**src/rtl/imo_pkg.sv**
```systemverilog
// How it works
// - Rate scale factor per build variant: 160, 40 or 10 codes per deg/s.
// - Rate high word is two's complement, zero rotation reads as zero.
// - Rate high word full scale is +20000 / -20000 for every variant.
// - Each rate axis has a low word extending resolution below the high word.
// - Rate 32-bit value full scale is 4e200000 / b1e00000 hex.
// - Rate x low word at byte 0x04, high word at 0x06, read only.
// - Rate y low word at byte 0x08, high word at 0x0a, read only.
// - Rate z low word at byte 0x0c, high word at 0x0e, read only.
// - Accel high word code is 1.25 mg, +-40 g reads +-32000.
// - Accel 32-bit value full scale is 7d000000 / 83000000 hex.
// - Accel high words at 0x12, 0x16, 0x1a, low words two below.
// - Each rate axis is exactly two words forming one 32-bit value.
package imo_pkg;

    // Serial frame
    localparam logic [3:0]  FRAME_LAST_BIT = 4'hf;
    localparam int          CMD_WRITE_BIT  = 15;

    // Register byte addresses (even byte of each word)
    localparam logic [6:0]  ADDR_RATE_X_LO  = 7'h04;
    localparam logic [6:0]  ADDR_RATE_X_HI  = 7'h06;
    localparam logic [6:0]  ADDR_RATE_Y_LO  = 7'h08;
    localparam logic [6:0]  ADDR_RATE_Y_HI  = 7'h0a;
    localparam logic [6:0]  ADDR_RATE_Z_LO  = 7'h0c;
    localparam logic [6:0]  ADDR_RATE_Z_HI  = 7'h0e;
    localparam logic [6:0]  ADDR_ACCEL_X_LO = 7'h10;
    localparam logic [6:0]  ADDR_ACCEL_X_HI = 7'h12;
    localparam logic [6:0]  ADDR_ACCEL_Y_LO = 7'h14;
    localparam logic [6:0]  ADDR_ACCEL_Y_HI = 7'h16;
    localparam logic [6:0]  ADDR_ACCEL_Z_LO = 7'h18;
    localparam logic [6:0]  ADDR_ACCEL_Z_HI = 7'h1a;

    // Reply for unmapped addresses and after a write frame
    localparam logic [15:0] UNMAPPED_WORD = 16'h0000;
    localparam logic [15:0] WORD_RESET    = 16'h0000;

    // Rate scale factors, codes per deg/s
    localparam int RATE_SCALE_125    = 160;
    localparam int RATE_SCALE_500    = 40;
    localparam int RATE_SCALE_2000   = 10;
    localparam int RATE_SCALE_FINEST = RATE_SCALE_125;

    // Full-scale 32-bit codes
    localparam logic [31:0] RATE_FS_POS  = 32'h4e200000;
    localparam logic [31:0] RATE_FS_NEG  = 32'hb1e00000;
    localparam logic [31:0] ACCEL_FS_POS = 32'h7d000000;
    localparam logic [31:0] ACCEL_FS_NEG = 32'h83000000;

    typedef enum logic [1:0] {VAR_125, VAR_500, VAR_2000} imo_variant_t;

    // One axis as seen by the host: high word over low word
    typedef struct packed {
        logic [15:0] hi;
        logic [15:0] lo;
    } imo_axis_t;

    typedef struct packed {
        imo_axis_t [2:0] rate;
        imo_axis_t [2:0] accel;
    } imo_bank_t;

    // Raw sample: rate in 1/(160*2^16) deg/s, accel in 1.25/2^16 mg
    typedef struct packed {
        logic [2:0][31:0] rate;
        logic [2:0][31:0] accel;
    } imo_raw_t;

    function automatic int imo_scale_factor(imo_variant_t v);
        case (v)
            VAR_500:  return RATE_SCALE_500;
            VAR_2000: return RATE_SCALE_2000;
            default:  return RATE_SCALE_125;
        endcase
    endfunction : imo_scale_factor

endpackage : imo_pkg

```
**src/rtl/imo_fifo.sv**
```systemverilog
`timescale 1ns/1ps
module imo_fifo
    import imo_pkg::*;
#(
    parameter int WIDTH = 192,
    parameter int DEPTH = 8
) (
    input  wire logic             clk,
    input  wire logic             rst,
    input  wire logic             ce,
    input  wire logic             in_valid,
    input  wire logic [WIDTH-1:0] in_data,
    output logic                  in_ready,
    output logic                  out_valid,
    output logic [WIDTH-1:0]      out_data,
    input  wire logic             out_ready
);
    localparam int PW = $clog2(DEPTH);

    typedef struct packed {
        logic [DEPTH-1:0][WIDTH-1:0] mem;
        logic [PW-1:0]               wptr;
        logic [PW-1:0]               rptr;
        logic [PW:0]                 count;
        logic                        full;
        logic                        empty;
        logic                        ready;
    } imo_fifo_st_t;

    imo_fifo_st_t q;
    imo_fifo_st_t n;
    logic         push;
    logic         pop;

    // Flags are flops so the ready seen outside has no logic behind it
    assign push      = in_valid && !q.full;
    assign pop       = out_ready && !q.empty;
    assign in_ready  = q.ready;
    assign out_valid = !q.empty;
    assign out_data  = q.mem[q.rptr];

    // Next state
    always_comb begin
        n = q;
        if (push) begin
            n.mem[q.wptr] = in_data;
            n.wptr = (q.wptr == PW'(DEPTH - 1)) ? '0 : q.wptr + 1'b1;
        end
        if (pop) begin
            n.rptr = (q.rptr == PW'(DEPTH - 1)) ? '0 : q.rptr + 1'b1;
        end
        n.count = q.count + (PW+1)'(push) - (PW+1)'(pop);
        n.full  = (n.count == (PW+1)'(DEPTH));
        n.empty = (n.count == '0);
        n.ready = !n.full;
    end

    // State register, frozen while ce is low
    always_ff @(posedge clk) begin
        if (rst) begin
            q <= '0;
            q.empty <= 1'b1;
            q.ready <= 1'b1;
        end else if (ce) begin
            q <= n;
        end
    end
endmodule : imo_fifo

```
**src/rtl/imo_axis_fmt.sv**
```systemverilog
`timescale 1ns/1ps
module imo_axis_fmt
    import imo_pkg::*;
#(
    parameter int          SHIFT  = 0,
    parameter logic [31:0] FS_POS = RATE_FS_POS,
    parameter logic [31:0] FS_NEG = RATE_FS_NEG
) (
    input  wire logic [31:0] raw,
    output imo_axis_t        word
);
    logic signed [31:0] scaled;

    // Coarsen to the variant resolution, then clamp to full scale
    always_comb begin
        scaled = $signed(raw) >>> SHIFT;
        if (scaled > $signed(FS_POS)) begin
            scaled = $signed(FS_POS);
        end else if (scaled < $signed(FS_NEG)) begin
            scaled = $signed(FS_NEG);
        end
        // High word carries the code, low word the extra resolution
        word.hi = scaled[31:16];
        word.lo = scaled[15:0];
    end
endmodule : imo_axis_fmt

```
**src/rtl/imo_inertial_regs.sv**
```systemverilog
`timescale 1ns/1ps
module imo_inertial_regs
    import imo_pkg::*;
#(
    parameter imo_variant_t VARIANT    = VAR_125,
    parameter int           FIFO_DEPTH = 8
) (
    input  wire logic     MCLK,
    input  wire logic     RST,
    input  wire logic     CE,
    input  wire logic     SMP_VALID,
    input  wire imo_raw_t SMP_DATA,
    output logic          SMP_READY,
    input  wire logic     SCLK,
    input  wire logic     CS_N,
    input  wire logic     DIN,
    output logic          DOUT,
    output logic          DATA_LOADED
);
    // Rate arrives at the finest resolution; coarser variants shift it down
    localparam int RATE_SHIFT = $clog2(RATE_SCALE_FINEST / imo_scale_factor(VARIANT));

    typedef enum logic {ST_IDLE, ST_SHIFT} imo_state_t;

    typedef struct packed {
        logic        sclk_m;
        logic        sclk_s;
        logic        sclk_p;
        logic        cs_m;
        logic        cs_s;
        logic        cs_p;
        logic        din_m;
        logic        din_s;
        imo_state_t  st;
        logic [3:0]  bitcnt;
        logic [15:0] rx;
        logic [15:0] tx;
        logic [15:0] resp;
        logic        dout;
        imo_bank_t   bank;
        logic        loaded;
    } imo_main_st_t;

    imo_main_st_t q;
    imo_main_st_t n;
    imo_bank_t    fmt_bank;
    imo_raw_t     fifo_data;
    logic         fifo_valid;
    logic         pop;
    logic         rise;
    logic         fall;
    logic         dec;
    logic [15:0]  cmd;

    // Sample path buffered so the source can run ahead of host reads
    imo_fifo #(
        .WIDTH ($bits(imo_raw_t)),
        .DEPTH (FIFO_DEPTH)
    ) u_fifo (
        .clk       (MCLK),
        .rst       (RST),
        .ce        (CE),
        .in_valid  (SMP_VALID),
        .in_data   (SMP_DATA),
        .in_ready  (SMP_READY),
        .out_valid (fifo_valid),
        .out_data  (fifo_data),
        .out_ready (pop)
    );

    // One formatter per axis and quantity
    for (genvar i = 0; i < 3; i++) begin : g_axis
        imo_axis_fmt #(
            .SHIFT  (RATE_SHIFT),
            .FS_POS (RATE_FS_POS),
            .FS_NEG (RATE_FS_NEG)
        ) u_rate (
            .raw  (fifo_data.rate[i]),
            .word (fmt_bank.rate[i])
        );
        imo_axis_fmt #(
            .SHIFT  (0),
            .FS_POS (ACCEL_FS_POS),
            .FS_NEG (ACCEL_FS_NEG)
        ) u_accel (
            .raw  (fifo_data.accel[i]),
            .word (fmt_bank.accel[i])
        );
    end

    // Register map lookup on the even byte address
    function automatic logic [15:0] read_word(imo_bank_t b, logic [6:0] a);
        logic [6:0] ea;
        ea = {a[6:1], 1'b0};
        case (ea)
            ADDR_RATE_X_LO:  return b.rate[0].lo;
            ADDR_RATE_X_HI:  return b.rate[0].hi;
            ADDR_RATE_Y_LO:  return b.rate[1].lo;
            ADDR_RATE_Y_HI:  return b.rate[1].hi;
            ADDR_RATE_Z_LO:  return b.rate[2].lo;
            ADDR_RATE_Z_HI:  return b.rate[2].hi;
            ADDR_ACCEL_X_LO: return b.accel[0].lo;
            ADDR_ACCEL_X_HI: return b.accel[0].hi;
            ADDR_ACCEL_Y_LO: return b.accel[1].lo;
            ADDR_ACCEL_Y_HI: return b.accel[1].hi;
            ADDR_ACCEL_Z_LO: return b.accel[2].lo;
            ADDR_ACCEL_Z_HI: return b.accel[2].hi;
            default:         return UNMAPPED_WORD;
        endcase
    endfunction : read_word

    // Edges seen on the second synchroniser stage only
    assign rise = q.sclk_s && !q.sclk_p;
    assign fall = !q.sclk_s && q.sclk_p;
    assign cmd  = {q.rx[14:0], q.din_s};
    assign dec  = (q.st == ST_SHIFT) && !q.cs_s && rise && (q.bitcnt == FRAME_LAST_BIT);
    // Bank loads only between frames, so a reply is never torn mid-shift
    assign pop  = fifo_valid && q.cs_s && q.cs_p;

    // Next state
    always_comb begin
        n = q;
        n.sclk_m = SCLK;
        n.sclk_s = q.sclk_m;
        n.sclk_p = q.sclk_s;
        n.cs_m   = CS_N;
        n.cs_s   = q.cs_m;
        n.cs_p   = q.cs_s;
        n.din_m  = DIN;
        n.din_s  = q.din_m;

        // All six axes load in one cycle from one sample
        if (pop) begin
            n.bank   = fmt_bank;
            n.loaded = 1'b1;
        end

        unique case (q.st)
            ST_IDLE: begin
                n.dout = 1'b0;
                if (!q.cs_s) begin
                    n.st     = ST_SHIFT;
                    n.bitcnt = '0;
                    n.tx     = q.resp;
                end
            end
            ST_SHIFT: begin
                if (q.cs_s) begin
                    // A short frame is dropped; the pending reply stays
                    n.st = ST_IDLE;
                end else if (rise) begin
                    n.rx     = cmd;
                    n.bitcnt = q.bitcnt + 1'b1;
                    if (q.bitcnt == FRAME_LAST_BIT) begin
                        // Writes only yield an empty reply, nothing is stored
                        n.resp = cmd[CMD_WRITE_BIT] ? UNMAPPED_WORD
                                                    : read_word(q.bank, cmd[14:8]);
                        n.tx   = n.resp;
                    end
                end else if (fall) begin
                    // Mode 3: drive on the falling edge, MSB first
                    n.dout = q.tx[15];
                    n.tx   = {q.tx[14:0], 1'b0};
                end
            end
        endcase
    end

    // State register; sample words have no meaningful reset value
    always_ff @(posedge MCLK) begin
        if (RST) begin
            q <= '0;
            q.sclk_m <= 1'b1;
            q.sclk_s <= 1'b1;
            q.sclk_p <= 1'b1;
            q.cs_m   <= 1'b1;
            q.cs_s   <= 1'b1;
            q.cs_p   <= 1'b1;
            q.st     <= ST_IDLE;
            q.resp   <= WORD_RESET;
        end else if (CE) begin
            q <= n;
        end
    end

    assign DOUT        = q.dout;
    assign DATA_LOADED = q.loaded;
endmodule : imo_inertial_regs

```
**config.mk**
```make
export PLATFORM = sky130hd
export DESIGN_NAME = imo_inertial_regs
export DESIGN_NICKNAME = d
export VERILOG_FILES = /design/src/rtl/imo_pkg.sv /design/src/rtl/imo_fifo.sv /design/src/rtl/imo_axis_fmt.sv /design/src/rtl/imo_inertial_regs.sv
export SDC_FILE = /design/constraint.sdc
export NUM_CORES = 2
export LEC_CHECK = 0
export BUFFER_PORTS_ARGS = -buffer_cell sky130_fd_sc_hd__buf_2
export CAP_MARGIN = 5
export CELL_PAD_IN_SITES_DETAIL_PLACEMENT = 1
export CELL_PAD_IN_SITES_GLOBAL_PLACEMENT = 1
export CORE_ASPECT_RATIO = 1.2
export CORE_MARGIN = 2
export CORE_UTILIZATION = 35
export DETAILED_ROUTE_END_ITERATION = 8
export PLACE_DENSITY = 0.63
export SYNTH_ARGS = -nofsm -noshare
export SYNTH_HDL_FRONTEND = slang
export SYNTH_SLANG_ARGS = --single-unit
```
**constraint.sdc**
```tcl
create_clock -name MCLK -period 4.5 [get_ports MCLK]
set_input_delay 0.675 -clock MCLK [delete_from_list [all_inputs] [get_ports MCLK]]
set_output_delay 0.675 -clock MCLK [all_outputs]
set_load 0.02 [all_outputs]
```
== After elaboration in Yosys (flattened, before gate mapping) ==
Index checks and enable logic that the tools add are counted.
Storage, ports and cells
  flip-flop bits (word level): 1804
  word-level logic and storage cells: 142
  output and inout bits: 3
  input bits: 199
Cells by class
  mux-type cells: 35
  eq/ne operators: 23
  reductions and logical operators: 21
  add/sub/neg operators: 5
  order comparisons: 15
  bitwise operators: 2
Operators with widths (count)
  1536-bit bitwise mux: 1
  192-bit binary-select mux with 3-bit select: 1
  192-bit demux with 3-bit select: 1
  32-bit 2-to-1 mux: 13
  192-bit 2-to-1 mux: 2
  32-bit greater-than comparator (second input constant): 6
  32-bit < comparator (second input constant): 6
  16-bit case mux with 12 select lines: 1
  16-bit 2-to-1 mux: 5
  53-bit 2-to-1 mux: 1
  6-bit by 4-bit == test with 1-bit output (second input constant): 6
  16-bit case mux with 2 select lines: 1
  6-bit by 3-bit == test with 1-bit output (second input constant): 4
  20-bit 2-to-1 mux: 1
  6-bit by 2-bit == test with 1-bit output (second input constant): 2
  4-bit AND reduction: 3
  5-bit case mux with 2 select lines: 1
  5-bit AND reduction: 2
  4-bit == test (second input constant): 2
  3-bit by 4-bit < comparator with 1-bit output (second input constant): 2
  1-bit logical AND: 7
  3-bit by 1-bit adder with 3-bit output (second input constant): 2
  3-bit == test (second input constant): 2
  3-bit 2-to-1 mux: 2
  other kinds (15): 27

== Depth between registers and ports, before layout ==
  depth in word-level cells: 7
  mapped depth: 18
  depth with buffers taken out: 11

== Modules after synthesis ==
From an unflattened synthesis, not the netlist that was laid out.
Second synthesis, totals
  cell total of the unflattened synthesis: 9394
  area, all modules: 78873.1 µm²
By module, submodules not included
  imo_fifo: instances 1, area each 65196.3 µm², cells an instance 7633, seq. area each 31009.7 µm²
  imo_inertial_regs: instances 1, area each 10865.4 µm², cells an instance 1347, seq. area each 5084.9 µm²
  imo_axis_fmt at g_axis[0].u_accel ...: instances 3, area each 488.0 µm², cells an instance 70, seq. area each 0.0 µm²
  imo_axis_fmt at g_axis[0].u_rate ...: instances 3, area each 449.2 µm², cells an instance 68, seq. area each 0.0 µm²

== Worst setup path after synthesis ==
Ideal clock, no wire load.
  kind: register to register
  start: register u_fifo.q[7] (netlist name)
  end: register q[116] (netlist name)
  stages on the path, launching flop included: 18
  data required time: 4439 ps
  clock period less this slack: 3723 ps
  buffers on the path: 9
  path slack: 777 ps
  arrival time: 3662 ps
  library setup time: 61 ps
  cells stage by stage: dfxtp_1 -> buf_6 -> buf_12 -> buf_12 -> buf_12 -> buf_8 -> buf_4 -> buf_4 -> buf_2 -> mux4_2 -> mux2i_1 -> nor2_1 -> o41ai_1 -> a21o_1 -> ha_1 -> nor2_1 -> clkbuf_1 -> a32o_1
Between the ends
  longest elaborated chain between the ends: 5
  elaborated cells between the ends (all ways): 6
  classes of those cells: order compare (2); mux (4)
RTL lines
  from (decl): line imo_fifo.sv:30  | imo_fifo_st_t q;
  from (signal assigned): line imo_fifo.sv:65  | q <= n;
  192-bit binary-select mux with 3-bit select *: line imo_fifo.sv:40  | assign out_data = q.mem[q.rptr];
  192-bit 2-to-1 mux (implied by the code) *: line imo_fifo.sv:40
  32-bit < comparator: line imo_axis_fmt.sv:19  | end else if (scaled < $signed(FS_NEG)) begin
  32-bit 2-to-1 mux: line imo_axis_fmt.sv:19
  32-bit 2-to-1 mux *: line imo_axis_fmt.sv:17  | if (scaled > $signed(FS_POS)) begin
  to (signal assigned): line imo_inertial_regs.sv:182  | q <= n;
  to (decl): line imo_inertial_regs.sv:44  | imo_main_st_t q;
Mark *: on every way between the ends. The rest lies on a longest branch, timed or not. The select of a mux whose other input is x is not followed.
A chain may end at the register's enable or synchronous reset.

== Worst setup path after layout ==
  start: register u_fifo.q[8] (netlist name)
  end: register q[16] (netlist name)
The elaborated chain is that of the path after synthesis.

==> results_dict.tcl <==
set metrics [dict create \
    outcome "complete, no violations" \
    start_util_pct 35.2 \
    clockBufferDepth 3 \
    final_common_cell "nand2_1" \
    relSlewSlack_pct 10.6 \
    fillCellCount 25800 \
    peakVddDrop_uv 328 \
    drive_above_1_share_pct 12.9 \
    ys.flop_type "dfxtp_1" \
    synth_edf_count 0 \
    finalSetupViolations 0 \
    hold_viol_final 0 \
    synth-seq-area-share_pct 46.5 \
    instances_no_fill 11900 \
    max_freq_mhz 233 \
    vias_per_cell 5.59 \
    worstHoldPathType "input port to register" \
    synth_seq_cells 1803 \
    maxSlewViolCount 0 \
    tightest_slew_ns 1.34 \
    vias 66200 \
    numCtsBuffers 192 \
    power_density_nw_per_um2 414 \
    synthCells 9056 \
    tns_ns 0 \
    p_leak_uw 0.0277 \
    grt.total_usage_pct 26.0 \
    slowest_stage "or3_1" \
    layout_common_cells "3,283 x nand2_1, 1,800 x dfxtp_1, 1,598 x a21oi_1, 316 x mux4_2, 200 x buf_2" \
    synth.net_count 9271 \
    cp_max_fo 24 \
    drt_first_pass_iters 7 \
    drv_cap 0 \
    syn_to_final_growth_pct 11.7 \
    fp.dieW_um 434 \
    rsz0062_at_grt "false" \
    critical_path_class "register to register" \
    cp_cell_sequence "buf_12, buf_4, mux4_4, nor4_1, nand3_1, a2111oi_2, a21oi_2, or3_1, o21ai_0" \
    cts_root_buf "clkbuf_16" \
    grt_max_degree 237 \
    hpwl_um 187000 \
    grt_antenna_before_repair 73 \
    post_cts_buffers 0 \
    whs_ns 0.0590 \
    drt-total-wl_um 299000 \
    place.gp.congestion 0.897 \
    cts.sinks 1803 \
    drcViolationCount 0 \
    grt_pass1_wl_um 447000 \
    overflow 0 \
    fin_crit_sh_pct 95.3 \
    port_buffers 201 \
    fin_skew_ns 0.0486 \
    fp.dieH_um 520 \
    finalNetCount 8926 \
    r2r_setup_slack_ns 0.21 \
    grt_pass1_vias 68100 \
    critPathLaunchType "register" \
    postRouteAntennaNets 0 \
    core_area_um2 221000 \
    slowest_delay_ns 0.69 \
    async_flop_share_pct 0 \
    cp-end-kind "register" \
    syn_area_um2 77600 \
    clkLatencyLatePin_ns 0.87 \
    dieArea_um2 226000 \
    dp_cells 11500 \
    syn_area_per_cell_um2 8.57 \
    cts_tree "built" \
    dr.first_iter.drc_count 5030 \
    cp.arrival_ns 5.06 \
    io_pins 202 \
    ys_types 86 \
    post-route-min-period_ns 4.29 \
    ys_warn_count 0 \
    ctsHtreeMaxLevel 4 \
    clk_pin_slew_ns 0.06 \
    core.rowCount 189 \
    required_ns 5.27 \
    detail_route.wl_per_cell_um 25.2 \
]
metrics by stage:
step                area, um^2  power, uW  utilization [%]  setup slack [ns]
finish                   86700      35900             39.3             0.211
global route             86700      37100             39.2            0.0106
CTS                      86600      36200             39.2            0.0859
detailed placement       80100      19700             36.3             0.108
global placement         80100      19700             36.3             0.189
floorplan                77600      18700                -             0.777
area by class of cell:
| cell class | instances | area [um^2] | share of cell area (%) |
|---|---|---|---|
| Tap cell | 2960 | 3700 | 4.27 |
| Timing Repair Buffer | 383 | 3300 | 3.80 |
| Antenna cell | 23 | 57.6 | 0.0664 |
| Inverter | 22 | 82.6 | 0.0952 |
| Sequential cell | 1803 | 36100 | 41.6 |
| Multi-Input combinational cell | 6309 | 36900 | 42.5 |
| Clock buffer | 289 | 5690 | 6.56 |
| Clock inverter | 64 | 875 | 1.01 |
worst paths after layout:
path               start  endpoint  cells past startpoint
max          u_fifo.q[8]     q[16]                      9
min                 SCLK    n[253]                      3
max reg2reg  u_fifo.q[8]     q[16]                      9
min reg2reg       cmd[5]    cmd[6]                      2
synth_stat cells, types with 23 or more instances:
master | n | area share, %
nand2_1 | 3284 | 16
dfxtp_1 | 1803 | 46
a21oi_1 | 1598 | 10
clkbuf_1 | 611 | 3.0
mux4_2 | 316 | 9.2
buf_4 | 215 | 2.1
mux2i_1 | 193 | 2.5
o21ai_0 | 153 | 0.99
nor2_1 | 104 | 0.50
a22oi_1 | 81 | 0.78
mux4_1 | 42 | 1.4
mux2_2 | 40 | 0.58
nor4_1 | 40 | 0.32
nand3_1 | 39 | 0.25
buf_2 | 36 | 0.23
a32o_1 | 32 | 0.41
nand4_1 | 28 | 0.23
nor3_1 | 28 | 0.18
a22o_1 | 27 | 0.30
o221a_2 | 25 | 0.36
nand2b_1 | 24 | 0.19
buf_1 | 23 | 0.11
where the power goes:
part           switching (uW)  leakage [uW]  internal, uW
Clock                    7120       0.00323          9420
Sequential                223        0.0146         16200
Combinational            1940       0.00990           950
per-layer routing:
layer | GRT usage, % | routed length [um] | vias to the layer above | part of all wire [%]
li1 | - | - | 30000 | -
met1 | 32.5 | 124000 | 34000 | 42
met2 | 45.1 | 148000 | 1652 | 50
met3 | 4.03 | 15300 | 556 | 5.1
met4 | 9.30 | 10600 | 44 | 3.5
met5 | 0 | 287 | - | 0.096
cell families after synthesis:
group | synth area share [%]
DFF | 46.5
xor gates and xnor gates | 0.0338
muxes | 14.2
and+or+nand+nor | 18.5
AOI/OAI and AO/OA | 14.4
adders and majority gates | 0.268
buffers and inverters | 6.15
flip-flops by register name (all words and copies together) (netlist names):
signal,flops
q,231
DOUT,1
u_fifo.q,1548
u_fifo.in_ready,1
cmd,16
DATA_LOADED,1
n,5
what timing repair did:
item | in CTS | in global routing
resized for setup | 0 | 1
hold endpoints to repair | 1 | 0
endpoints found under the setup margin | 0 | 2
hold buffers | 1 | 0
critical path, delay by kind of cell (launching register included):
kind,cells,cell delay (ns)
and+or+nand+nor,3,1.66
DFF,1,0.56
buffers and inverters,2,0.50
AOI/OAI and AO/OA,3,0.99
muxes,1,0.44
Power figures use the tool's default switching activity.
